`config.mk`:
```
export PLATFORM = sky130hd
export DESIGN_NAME = mcs_cfg_snapshot
export DESIGN_NICKNAME = d
export VERILOG_FILES = /design/src/mcs_pkg.sv /design/src/mcs_cfg_snapshot.sv /design/src/mcs_dt_hyst.sv /design/src/mcs_sync2.sv
export SDC_FILE = /design/constraint.sdc
export NUM_CORES = 2
export LEC_CHECK = 0
export ABC_AREA = 1
export BUFFER_PORTS_ARGS = -buffer_cell sky130_fd_sc_hd__buf_2
export CAP_MARGIN = 15
export CORE_MARGIN = 3
export CORE_UTILIZATION = 57
export CTS_CLUSTER_SIZE = 30
export DETAILED_ROUTE_END_ITERATION = 8
export MAX_ROUTING_LAYER = met4
export PLACE_DENSITY = 0.92
export SYNTH_ARGS = -nofsm -noshare
export SYNTH_HDL_FRONTEND = slang
export SYNTH_SLANG_ARGS = --single-unit
```
`constraint.sdc`:
```
create_clock -name clk -period 7.13 [get_ports clk]
set_input_delay 0.713 -clock clk [delete_from_list [all_inputs] [get_ports clk]]
set_output_delay 0.713 -clock clk [all_outputs]
set_load 0.01 [all_outputs]
```
`src/mcs_pkg.sv`:
```
package mcs_pkg;

   // Command codes seen on the management port
   localparam logic [7:0] CMD_SLEW = 8'hD4;
   localparam logic [7:0] CMD_FILT = 8'hD5;
   localparam logic [7:0] CMD_SNAP = 8'hD7;
   localparam logic [7:0] CMD_COMP = 8'hD8;

   // Block lengths in bytes
   localparam logic [5:0] LEN_SLEW = 6'h08;
   localparam logic [5:0] LEN_FILT = 6'h01;
   localparam logic [5:0] LEN_SNAP = 6'h20;
   localparam logic [5:0] LEN_COMP = 6'h08;
   localparam logic [5:0] LEN_NONE = 6'h00;

   typedef enum logic [7:0] {
      MCS_LOOP_VOUT = 8'h00,
      MCS_LOOP_IOUT = 8'h01,
      MCS_LOOP_FFWD = 8'h02
   } mcs_loop_e;

   // Slew limits, signed fixed point V/ms, MSB field first
   typedef struct packed {
      logic [15:0] vin_pos;
      logic [15:0] vin_neg;
      logic [15:0] vout_pos;
      logic [15:0] vout_neg;
   } mcs_slew_s;

   // Thermal compensation block, byte 7 first
   typedef struct packed {
      logic [7:0] dt_add2;
      logic [7:0] dt_hys2;
      logic [7:0] dt_thr2;
      logic [7:0] dt_add1;
      logic [7:0] dt_hys1;
      logic [7:0] dt_thr1;
      logic [7:0] ref_slope;
      logic [7:0] ref_thr;
   } mcs_comp_s;

   typedef struct packed {
      logic [7:0] st_mfr;
      logic [7:0] st_other;
      logic [7:0] st_comm;
      logic [7:0] st_temp;
      logic [7:0] st_vin;
      logic [7:0] st_iout;
      logic [7:0] st_vout;
      logic [7:0] st_byte;
      logic [15:0] st_word;
   } mcs_status_s;

   // Snapshot record, 32 bytes, counter in the top field
   typedef struct packed {
      logic [15:0] cycles;
      mcs_status_s status;
      logic [15:0] op_time;
      logic [15:0] temp2;
      logic [15:0] temp1;
      logic [15:0] iload;
      logic [15:0] vout;
      logic [15:0] vin;
      logic [15:0] duty_old;
      logic [15:0] iload_old;
      logic [15:0] vout_old;
      logic [15:0] vin_old;
   } mcs_snap_s;

   // Live telemetry from the converter core
   typedef struct packed {
      mcs_status_s status;
      logic [15:0] temp_int;
      logic [15:0] temp_ext;
      logic [15:0] iload;
      logic [15:0] vout;
      logic [15:0] vin;
      logic [15:0] duty;
   } mcs_live_s;

   localparam mcs_slew_s SLEW_RST = '{
      vin_pos: 16'h7FFF, vin_neg: 16'h8000,
      vout_pos: 16'h7FFF, vout_neg: 16'h8000};
   localparam mcs_loop_e FILT_RST = MCS_LOOP_VOUT;
   localparam mcs_comp_s COMP_RST = '{default: 8'h00};
   localparam logic [255:0] SNAP_ERASED = {256{1'b1}};
   localparam logic [15:0] CYCLES_RST = 16'h0000;

   // One second of operating time
   localparam longint SEC_NS = 1000000000;
   localparam longint CLK_NS = 10;
   localparam int unsigned SEC_CYCLES_DEF = int'(SEC_NS / CLK_NS);

endpackage : mcs_pkg

```
`src/mcs_cfg_snapshot.sv`:
```
// Notes on behaviour
// - Pre-bias start only with input slew inside its positive and negative limits.
// - Output slew must also sit inside its own signed limits for pre-bias.
// - Filter byte: 0 output voltage, 1 output current, 2 feed-forward.
// - Snapshot command is read-only and returns a fixed 32-byte record.
// - Input loss while running stores the snapshot with no host command.
// - Commanded off after ramp, then input loss: all bytes FF but counter.
// - Top field of the snapshot counts shutdowns in operation; the code also counts input loss after a commanded off.
// - Snapshot keeps the previous cycle's eight status bytes and status word.
// - Snapshot keeps the previous power cycle duration in seconds.
// - Temperature 1 from the selected sensor, temperature 2 from the other.
// - Low four fields hold duty, load, output and input from normal running.
// - Below threshold 1 the first extra dead time, 0 to 255 ns, applies.
// - Below threshold 2 an independent second extra dead time applies.
// - Each dead time threshold is a signed integer byte in degrees.
// - Extra dead time ends only when temperature rises above its hysteresis.
// - Reference correction starts at a signed integer degree threshold.
// - Above it, add slope times excess degrees over 256, slope signed Q8.
// - Sensor select 0 is internal, 1 external; it orders the two temperatures.
`timescale 1ns/1ps
module mcs_cfg_snapshot #(
   parameter int unsigned SEC_CYCLES = mcs_pkg::SEC_CYCLES_DEF
) (
   // Clock and reset
   input wire logic clk,
   input wire logic sys_rst,
   // Management command port
   input wire logic cmd_wr,
   input wire logic cmd_rd,
   input wire logic [7:0] cmd_code,
   input wire logic [63:0] cmd_wdata,
   output logic rsp_valid,
   output logic rsp_err,
   output logic [5:0] rsp_len,
   output logic [255:0] rsp_data,
   // Stored compensation settings
   input wire logic cfg_load,
   input wire mcs_pkg::mcs_comp_s cfg_comp,
   // Converter core
   input wire logic conv_run,
   input wire logic vin_present_pin,
   input wire logic temp_sel,
   input wire logic [15:0] vin_slew,
   input wire logic [15:0] vout_slew,
   input wire logic [7:0] temp_c,
   input wire mcs_pkg::mcs_live_s live,
   // Results
   output logic prebias_ok,
   output mcs_pkg::mcs_loop_e loop_sel,
   output logic [8:0] deadtime_add_ns,
   output logic [15:0] ref_dac_corr,
   output logic snap_commit
);
   import mcs_pkg::*;

   typedef struct packed {
      mcs_slew_s slew;
      mcs_loop_e filt;
      mcs_comp_s comp;
      mcs_snap_s snap;
      logic vin_prev;
      logic run_prev;
      logic off_ramp;
      logic [31:0] sec_cnt;
      logic [15:0] op_secs;
      logic [15:0] old_duty;
      logic [15:0] old_iload;
      logic [15:0] old_vout;
      logic [15:0] old_vin;
      logic prebias;
      logic [8:0] dt_add;
      logic [15:0] dac_corr;
      logic commit;
      logic rsp_valid;
      logic rsp_err;
      logic [5:0] rsp_len;
      logic [255:0] rsp_data;
   } mcs_top_s;

   mcs_top_s q;
   mcs_top_s d;
   logic vin_ok;
   logic act1;
   logic act2;
   logic loss;
   logic sec_tick;

   function automatic logic in_win(input logic [15:0] v,
                                   input logic [15:0] lo,
                                   input logic [15:0] hi);
      return ($signed(v) >= $signed(lo)) && ($signed(v) <= $signed(hi));
   endfunction : in_win

   function automatic logic [15:0] ref_corr(input logic [7:0] t,
                                            input logic [7:0] thr,
                                            input logic [7:0] slope);
      logic signed [8:0] dt;
      logic signed [17:0] p;
      dt = 9'($signed(t)) - 9'($signed(thr));
      p = 18'(dt) * 18'($signed(slope));
      if (dt > 0) begin
         return 16'(p >>> 8);
      end
      return 16'h0000;
   endfunction : ref_corr

   mcs_sync2 u_vin_sync (
      .clk(clk),
      .sys_rst(sys_rst),
      .din(vin_present_pin),
      .dout(vin_ok)
   );

   mcs_dt_hyst u_dt1 (
      .clk(clk),
      .sys_rst(sys_rst),
      .temp(temp_c),
      .thr(q.comp.dt_thr1),
      .hys(q.comp.dt_hys1),
      .active(act1)
   );

   mcs_dt_hyst u_dt2 (
      .clk(clk),
      .sys_rst(sys_rst),
      .temp(temp_c),
      .thr(q.comp.dt_thr2),
      .hys(q.comp.dt_hys2),
      .active(act2)
   );

   assign loss = q.vin_prev && !vin_ok;
   assign sec_tick = vin_ok && (q.sec_cnt == 32'(SEC_CYCLES - 1));

   always_comb begin
      d = q;
      d.vin_prev = vin_ok;
      d.run_prev = conv_run;
      d.commit = 1'b0;
      d.rsp_valid = 1'b0;
      d.rsp_err = 1'b0;

      d.prebias = in_win(vin_slew, q.slew.vin_neg, q.slew.vin_pos)
         && in_win(vout_slew, q.slew.vout_neg, q.slew.vout_pos);

      // Threshold compare and hysteresis live in the two units
      d.dt_add = {1'b0, act1 ? q.comp.dt_add1 : 8'h00}
         + {1'b0, act2 ? q.comp.dt_add2 : 8'h00};

      d.dac_corr = ref_corr(temp_c, q.comp.ref_thr,
         q.comp.ref_slope);

      if (cmd_wr) begin
         d.rsp_valid = 1'b1;
         case (cmd_code)
            CMD_SLEW: d.slew = cmd_wdata;
            CMD_FILT: begin
               if (cmd_wdata[7:0] <= 8'h02) begin
                  d.filt = mcs_loop_e'(cmd_wdata[7:0]);
               end else begin
                  d.rsp_err = 1'b1;
               end
            end
            default: d.rsp_err = 1'b1;
         endcase
      end else if (cmd_rd) begin
         d.rsp_valid = 1'b1;
         d.rsp_data = '0;
         case (cmd_code)
            CMD_SLEW: begin
               d.rsp_len = LEN_SLEW;
               d.rsp_data[63:0] = q.slew;
            end
            CMD_FILT: begin
               d.rsp_len = LEN_FILT;
               d.rsp_data[7:0] = q.filt;
            end
            CMD_SNAP: begin
               d.rsp_len = LEN_SNAP;
               d.rsp_data = q.snap;
            end
            CMD_COMP: begin
               d.rsp_len = LEN_COMP;
               d.rsp_data[63:0] = q.comp;
            end
            default: begin
               d.rsp_len = LEN_NONE;
               d.rsp_err = 1'b1;
            end
         endcase
      end

      if (cfg_load) begin
         d.comp = cfg_comp;
      end

      // Power cycle timer restarts when input returns
      if (vin_ok && !q.vin_prev) begin
         d.sec_cnt = '0;
         d.op_secs = '0;
      end else if (sec_tick) begin
         d.sec_cnt = '0;
         if (q.op_secs != 16'hFFFF) begin
            d.op_secs = q.op_secs + 16'h0001;
         end
      end else if (vin_ok) begin
         d.sec_cnt = q.sec_cnt + 32'h0000_0001;
      end

      // Readings from normal running, refreshed once a second
      if (sec_tick && conv_run) begin
         d.old_duty = live.duty;
         d.old_iload = live.iload;
         d.old_vout = live.vout;
         d.old_vin = live.vin;
      end

      // Track a ramp that ended in a commanded off
      if (conv_run && !q.run_prev) begin
         d.off_ramp = 1'b0;
      end else if (!conv_run && q.run_prev && vin_ok) begin
         d.off_ramp = 1'b1;
      end

      if (loss && conv_run) begin
         d.commit = 1'b1;
         d.snap.cycles = q.snap.cycles + 16'h0001;
         d.snap.status = live.status;
         d.snap.op_time = q.op_secs;
         d.snap.temp1 = temp_sel ? live.temp_ext : live.temp_int;
         d.snap.temp2 = temp_sel ? live.temp_int : live.temp_ext;
         d.snap.iload = live.iload;
         d.snap.vout = live.vout;
         d.snap.vin = live.vin;
         d.snap.duty_old = q.old_duty;
         d.snap.iload_old = q.old_iload;
         d.snap.vout_old = q.old_vout;
         d.snap.vin_old = q.old_vin;
      end else if (loss && q.off_ramp) begin
         d.commit = 1'b1;
         d.off_ramp = 1'b0;
         d.snap = SNAP_ERASED;
         d.snap.cycles = q.snap.cycles + 16'h0001;
      end
   end

   always_ff @(posedge clk) begin
      if (sys_rst) begin
         q <= '0;
         q.slew <= SLEW_RST;
         q.filt <= FILT_RST;
         q.comp <= COMP_RST;
         q.snap <= SNAP_ERASED;
         q.snap.cycles <= CYCLES_RST;
      end else begin
         q <= d;
      end
   end

   assign rsp_valid = q.rsp_valid;
   assign rsp_err = q.rsp_err;
   assign rsp_len = q.rsp_len;
   assign rsp_data = q.rsp_data;
   assign prebias_ok = q.prebias;
   assign loop_sel = q.filt;
   assign deadtime_add_ns = q.dt_add;
   assign ref_dac_corr = q.dac_corr;
   assign snap_commit = q.commit;
endmodule : mcs_cfg_snapshot

```
`src/mcs_dt_hyst.sv`:
```
`timescale 1ns/1ps
module mcs_dt_hyst (
   // Clock and reset
   input wire logic clk,
   input wire logic sys_rst,
   // Temperature and limits, signed integer degrees
   input wire logic [7:0] temp,
   input wire logic [7:0] thr,
   input wire logic [7:0] hys,
   // Extra dead time in force
   output logic active
);
   typedef struct packed {
      logic act;
   } mcs_hyst_s;

   mcs_hyst_s q;
   mcs_hyst_s d;

   always_comb begin
      d = q;
      if (!q.act && $signed(temp) < $signed(thr)) begin
         d.act = 1'b1;
      end else if (q.act && $signed(temp) > $signed(hys)) begin
         d.act = 1'b0;
      end
   end

   always_ff @(posedge clk) begin
      if (sys_rst) begin
         q <= '0;
      end else begin
         q <= d;
      end
   end

   assign active = q.act;
endmodule : mcs_dt_hyst

```
`src/mcs_sync2.sv`:
```
`timescale 1ns/1ps
module mcs_sync2 (
   // Clock and reset
   input wire logic clk,
   input wire logic sys_rst,
   // Level in and out
   input wire logic din,
   output logic dout
);
   typedef struct packed {
      logic s1;
      logic s2;
   } mcs_sync_s;

   mcs_sync_s q;
   mcs_sync_s d;

   always_comb begin
      d.s1 = din;
      d.s2 = q.s1;
   end

   always_ff @(posedge clk) begin
      if (sys_rst) begin
         q <= '0;
      end else begin
         q <= d;
      end
   end

   assign dout = q.s2;
endmodule : mcs_sync2

```
* After elaboration in Yosys (flattened, before gate mapping)
Cells that the tools add are included.
** Cells by class
- $add $sub $neg :: 5
- Multipliers :: 1
- Order comparisons :: 10
- Equality and inequality tests :: 6
- Muxes and demuxes :: 27
- Bitwise logic cells :: 2
- Reduce and logical (&&, ||, !) cells :: 34
** Operators by type and width (number)
- 256-bit 2-to-1 mux :: 2
- 264-bit 2-to-1 mux :: 1
- 192-bit 2-to-1 mux :: 1
- 56-bit case mux with 3 select lines :: 1
- 16-bit 2-to-1 mux :: 3
- 16-bit by 1-bit adder with 16-bit output (second input constant) :: 2
- 32-bit by 1-bit adder with 32-bit output (second input constant) :: 1
- 32-bit by 27-bit equality test with 1-bit output (second input constant) :: 1
- 8-bit equality test (second input constant) :: 4
- 16-bit >= comparator :: 2
- 16-bit <= comparator :: 2
- 8-bit case mux with 4 select lines :: 1
- 6-bit case mux with 3 select lines :: 1
- 9-bit by 8-bit multiplier with 17-bit output :: 1
- 8-bit greater-than comparator :: 2
- 1-bit logical AND :: 16
- 8-bit less-than comparator :: 2
- 8-bit 2-to-1 mux :: 2
- 16-bit != test (second input constant) :: 1
- 1-bit 2-to-1 mux :: 13
- 8-bit by 8-bit adder with 9-bit output :: 1
- 9-bit by 1-bit greater-than comparator with 1-bit output (second input constant) :: 1
- 8-bit by 8-bit subtractor with 9-bit output :: 1
- 8-bit by 2-bit <= comparator with 1-bit output (second input constant) :: 1
- 10 further kinds :: 22
** Storage, ports and cells
- Bits in registers :: 802
- Word-level logic and storage cells :: 139

* Depth between registers and ports, before layout
- Depth after elaboration :: 7
- Mapped depth :: 29

* Cells and area by module
A second synthesis with hierarchy kept.
** Second synthesis, totals
- Cells, all modules :: 4852
- Area, all modules :: 37424.6 um^2
** By module, submodules not included
- mcs_cfg_snapshot :: instances 1, cells each 4692, area an instance 36423.7 um^2, seq. area each 15775.1 um^2
- mcs_dt_hyst :: instances 2, cells each 77, area an instance 473.0 um^2, seq. area each 20.0 um^2
- mcs_sync2 :: instances 1, cells each 6, area an instance 55.1 um^2, seq. area each 40.0 um^2

* Worst setup path after synthesis
OpenSTA, ideal clock, no wires.
- Path type :: input-to-reg
- Start point :: input port temp_c[0]
- End point :: register q (netlist bit ref_dac_corr[14])
- Setup time :: 121 ps
- Data arrival time :: 5293 ps
- Slack :: 1715 ps
- Cell stages on the path :: 25
- Buffers on the path :: 0
- Cell sequence :: inv_1 -> ha_1 -> inv_1 -> fa_1 -> nand3_1 -> nand2_1 -> or2_2 -> nand2_1 -> inv_1 -> nor2_1 -> fa_1 -> fa_1 -> fa_1 -> inv_1 -> fa_1 -> inv_1 -> ha_1 -> a21oi_1 -> o21ai_0 -> a21oi_1 -> nand2_1 -> nand2_1 -> inv_1 -> nor2_1 -> nor2_1
** Between the ends
- Cells in the longest elaborated chain, start to end :: 5
- Elaborated cells on any way between the ends :: 7
- Those cells by class :: add/sub (1); mul (1); order compare (1); mux (2); bitwise (1); reduce/logical (1)
** RTL lines
- from (decl) :: line mcs_cfg_snapshot.sv:45 : input wire logic [7:0] temp_c,
- 8-bit by 8-bit subtractor with 9-bit output (*) :: line mcs_cfg_snapshot.sv:99 : dt = 9'($signed(t)) - 9'($signed(thr));
- parallel branches: the longest is 4 deep, another holds 9-bit by 8-bit multiplier with 17-bit output
- to (decl) :: line mcs_cfg_snapshot.sv:80 : mcs_top_s q;
Every way passes the cells marked *. The select of a mux whose other input is x is not followed.
A chain may end at the register's enable or synchronous reset.

* Worst setup path after layout
- Start point :: register q[662] (netlist bit)
- End point :: register q (netlist bit ref_dac_corr[14])
** Between the ends
- Cells in the longest elaborated chain, start to end :: 5
- Elaborated cells on any way between the ends :: 7
- Those cells by class :: add/sub (1); mul (1); order compare (1); mux (2); bitwise (1); reduce/logical (1)
** RTL lines (line)
- 8-bit by 8-bit subtractor with 9-bit output (*) :: mcs_cfg_snapshot.sv:99
- parallel branches: the longest is 4 deep, another holds 9-bit by 8-bit multiplier with 17-bit output
Marked as above.

==> flow_summary_export.csv <==
group,metric,value,unit
global_route,first_global_vias,31900,
floorplanning,pin_count,659,
floorplanning,initial_core_util,57.6,%
logic_synthesis,synth_area_per_cell,7.83,um2
sta,period_share,78.8,%
detailed_routing,drc,0,
min_path,whs_path_depth,3,
detailed_routing,wl,121,mm
critical_path,rr_startpoint,"q[662]",
min_path,hold_end,"u_vin_sync.d[0]",
sta,fmax,0.178,GHz
clock_tree,post_cts.repair.setup_buffers,0,
logic_synthesis,yosysTopAreaCell,"dfxtp_1",
run_status,outcome,"completed",
floorplanning,core,64600,um2
critical_path,critPathLaunchType,"flop",
sta,hold_viol_final,0,
logic_synthesis,synth_cell_types,55,
detailed_routing,first_pass_iters,7,
finish,drive_above_1_share,17.0,%
clock_tree,cts_resized,0,
sta,setup_viol,0,
detailed_routing,num_vias,34600,
run,cap_violations,0,
sta,skew,44.0,ps
logic_synthesis,yosys_warnings,0,
critical_path,rrSetupSlack,1510,ps
logic_synthesis,synth_edf_count,0,
critical_path,cp.arrival,6110,ps
logic_synthesis,ys_seq_elements,792,
critical_path,reg2regPathDepth,24,
logic_synthesis,seq_area_frac_synth,42.6,%
floorplanning,die_h,262,um
sta,hold_slack,284,ps
floorplanning,die_w,262,um
detailed_routing,via_per_inst,5.88,
placed_design,gp_congestion,0.982,
clock_tree,clock-root-buffer,"clkbuf_16",
sta,slew_viol_final,0,
critical_path,path_class,"flop to flop",
global_route,grt_max_degree,205,
pwr,total_leakage_power,18.0,nW
global_route,grt_use_total,34.7,%
finish,fin_nets,5502,
placed_design,post-place-ws,1020,ps
clock_tree,htreeDepth,3,
clock_tree,tritoncts,"yes",
global_route,overflow,0,
sta,worst_pin_slew,1250,ps
pwr,power_density,254,nW/um2
clock_tree,clock-sinks,792,
logic_synthesis,async_flop_share,0,%
finish,area_growth,11.1,%
floorplanning,die-area,68400,um2
detailed_routing,dr.first_iter.drc_count,4653,
detailed_routing,ant_nets,0,
floorplanning,std_cell_rows,93,
critical_path,worstPathRequired,7620,ps
logic_synthesis,netlist_top_cells_area,"dfxtp_1, nand2_1, a21oi_1",
placed_design,port_buffers,655,
sta,layout_setup_ws,1510,ps
sta,relSlewSlack,16.8,%
min_path,worst_hold_path_type,"input pin to flop",
critical_path,r2r-end,"ref_dac_corr[14]",
clock_tree,hold_buffers,0,
pwr,worst_ir_drop_vdd,194,uV
sta,rsz0062_at_grt,"false",
min_path,hp-start,"vin_present_pin",
global_route,antenna_found_initial,24,
clock_tree,insertion_delay,650,ps
sta,fin_crit,5620,ps
global_route,grt_pass1_wl,181,mm
logic_synthesis,ys.flop_type,"dfxtp_1",
logic_synthesis,synth_area,37200,um2
logic_synthesis,yosysTopAreaCellShare,42.6,%
clock_tree,cts_buffers,81,
clock_tree,clock_path_buffers,3,
critical_path,cp-end-kind,"flop",
critical_path,path_max_fanout,5,
logic_synthesis,synthCells,4753,
placed_design,place_hpwl,84.9,mm
clock_tree,clk_pin_slew,70,ps
detailed_routing,avgRoutedWirePerCell,20.6,um
sta,finalSetupTns,0,ps
where the power goes:
group	internal, mW	total [mW]	switching [mW]	leakage, nW
Sequential	4.50	4.56	0.0585	6.42
Combinational	0.491	1.38	0.888	10.2
Clock	2.67	4.57	1.90	1.40
Total	7.67	10.5	2.84	18.0
worst max-delay path by stage:
stage | to | start | slack, ps
3_3_place_gp | ref_dac_corr[14] | temp_c[0] | 1070
4_1_cts | ref_dac_corr[14] | q[662] | 1540
2_1_floorplan | ref_dac_corr[14] | temp_c[0] | 1720
5_1_grt | ref_dac_corr[14] | q[662] | 1110
6_report | ref_dac_corr[14] | q[662] | 1510
3_5_place_dp | ref_dac_corr[14] | temp_c[0] | 1020
per-stage QoR:
stage                     instances  power (mW)  utilization, %  instance area (um2)
after floorplan                4755        5.61               -                37200
final                          5886        10.5            64.0                41400
after detailed placement       5710        6.01            59.5                38400
after CTS                      5858        10.5            63.9                41300
after global routing           5881        10.9            64.0                41400
after global placement         5710        5.98            59.5                38400
metal layers:
| layer | wire length, um | vias to the layer above | track usage (%) |
|---|---|---|---|
| met5 | 0 | - | - |
| met4 | 7710 | 0 | 19.2 |
| met3 | 12500 | 472 | 7.53 |
| met2 | 53200 | 2101 | 50.5 |
| met1 | 48000 | 16200 | 45.0 |
| li1 | - | 15800 | - |
cells in the mapped netlist (8+ instances only):
| library cell | number |
|---|---|
| xnor2_1 | 16 |
| a221o_1 | 55 |
| o221ai_1 | 22 |
| o211ai_1 | 26 |
| dfxtp_1 | 792 |
| nand2_1 | 988 |
| o21ai_0 | 281 |
| o21a_1 | 10 |
| clkbuf_1 | 178 |
| nor2_1 | 218 |
| inv_2 | 9 |
| xor2_1 | 32 |
| buf_6 | 8 |
| a21oi_1 | 538 |
| buf_4 | 302 |
| buf_2 | 58 |
| nor3_1 | 82 |
| fa_1 | 61 |
| buf_1 | 32 |
| nand3_1 | 159 |
| ha_1 | 142 |
| o22ai_1 | 160 |
| o21ai_1 | 46 |
| nand4_1 | 39 |
| inv_1 | 434 |
critical path: stages, from the launching register on:
cell,delay (ps)
dfxtp_1,370
ha_1,180
inv_1,90
fa_1,440
nand4_1,120
nand3_1,110
or2_2,290
nand2_1,170
inv_1,170
nor2_1,190
fa_1,450
fa_1,570
inv_1,60
fa_1,500
fa_1,540
inv_1,40
ha_1,360
nand2_1,130
nor3_1,190
and2_1,150
nand2_1,50
nand2_1,90
nor2_1,50
nor2_1,100
nor2_1,60
final cells by class:
class | instances | area, um2
Inverter | 448 | 1700
Multi-Input combinational cell | 2937 | 16300
Sequential cell | 792 | 15900
Fill cell | 5335 | 23200
Clock buffer | 106 | 2220
Tap cell | 855 | 1070
Antenna cell | 27 | 67.6
Clock inverter | 42 | 672
Timing Repair Buffer | 679 | 3480
cell families (layout without fill, tap and decap cells):
| logic type | Yosys count | in the layout | synth area share, % |
|---|---|---|---|
| AOI/OAI and AO/OA | 1156 | 1156 | 17.4 |
| xor gates and xnor gates | 49 | 49 | 1.17 |
| adders and majority gates | 203 | 203 | 8.05 |
| buffers and inverters | 1026 | 1275 | 13.8 |
| DFF | 792 | 792 | 42.6 |
| other | 1 | 30 | 0.0101 |
| and+or+nand+nor | 1526 | 1526 | 17.0 |
cells in the final DEF, fill, tap and decap left out, types with 26 or more instances in the layout:
master       n
nand2_1    987
dfxtp_1    792
buf_2      654
a21oi_1    538
inv_1      433
o21ai_0    281
nor2_1     217
o22ai_1    160
nand3_1    158
ha_1       142
nor3_1      82
clkbuf_16   81
fa_1        61
a221o_1     55
o21ai_1     46
nand4_1     39
xor2_1      32
diode_2     27
o211ai_1    26
registers in the layout, indices dropped and copies added (netlist names):
register	flops
u_dt2.active	1
deadtime_add_ns	9
u_vin_sync.dout	1
prebias_ok	1
rsp_data	256
u_dt1.active	1
u_vin_sync.d	1
q	499
snap_commit	1
rsp_len	3
rsp_err	1
loop_sel	8
ref_dac_corr	9
rsp_valid	1
(Power assumes the default switching activity.)
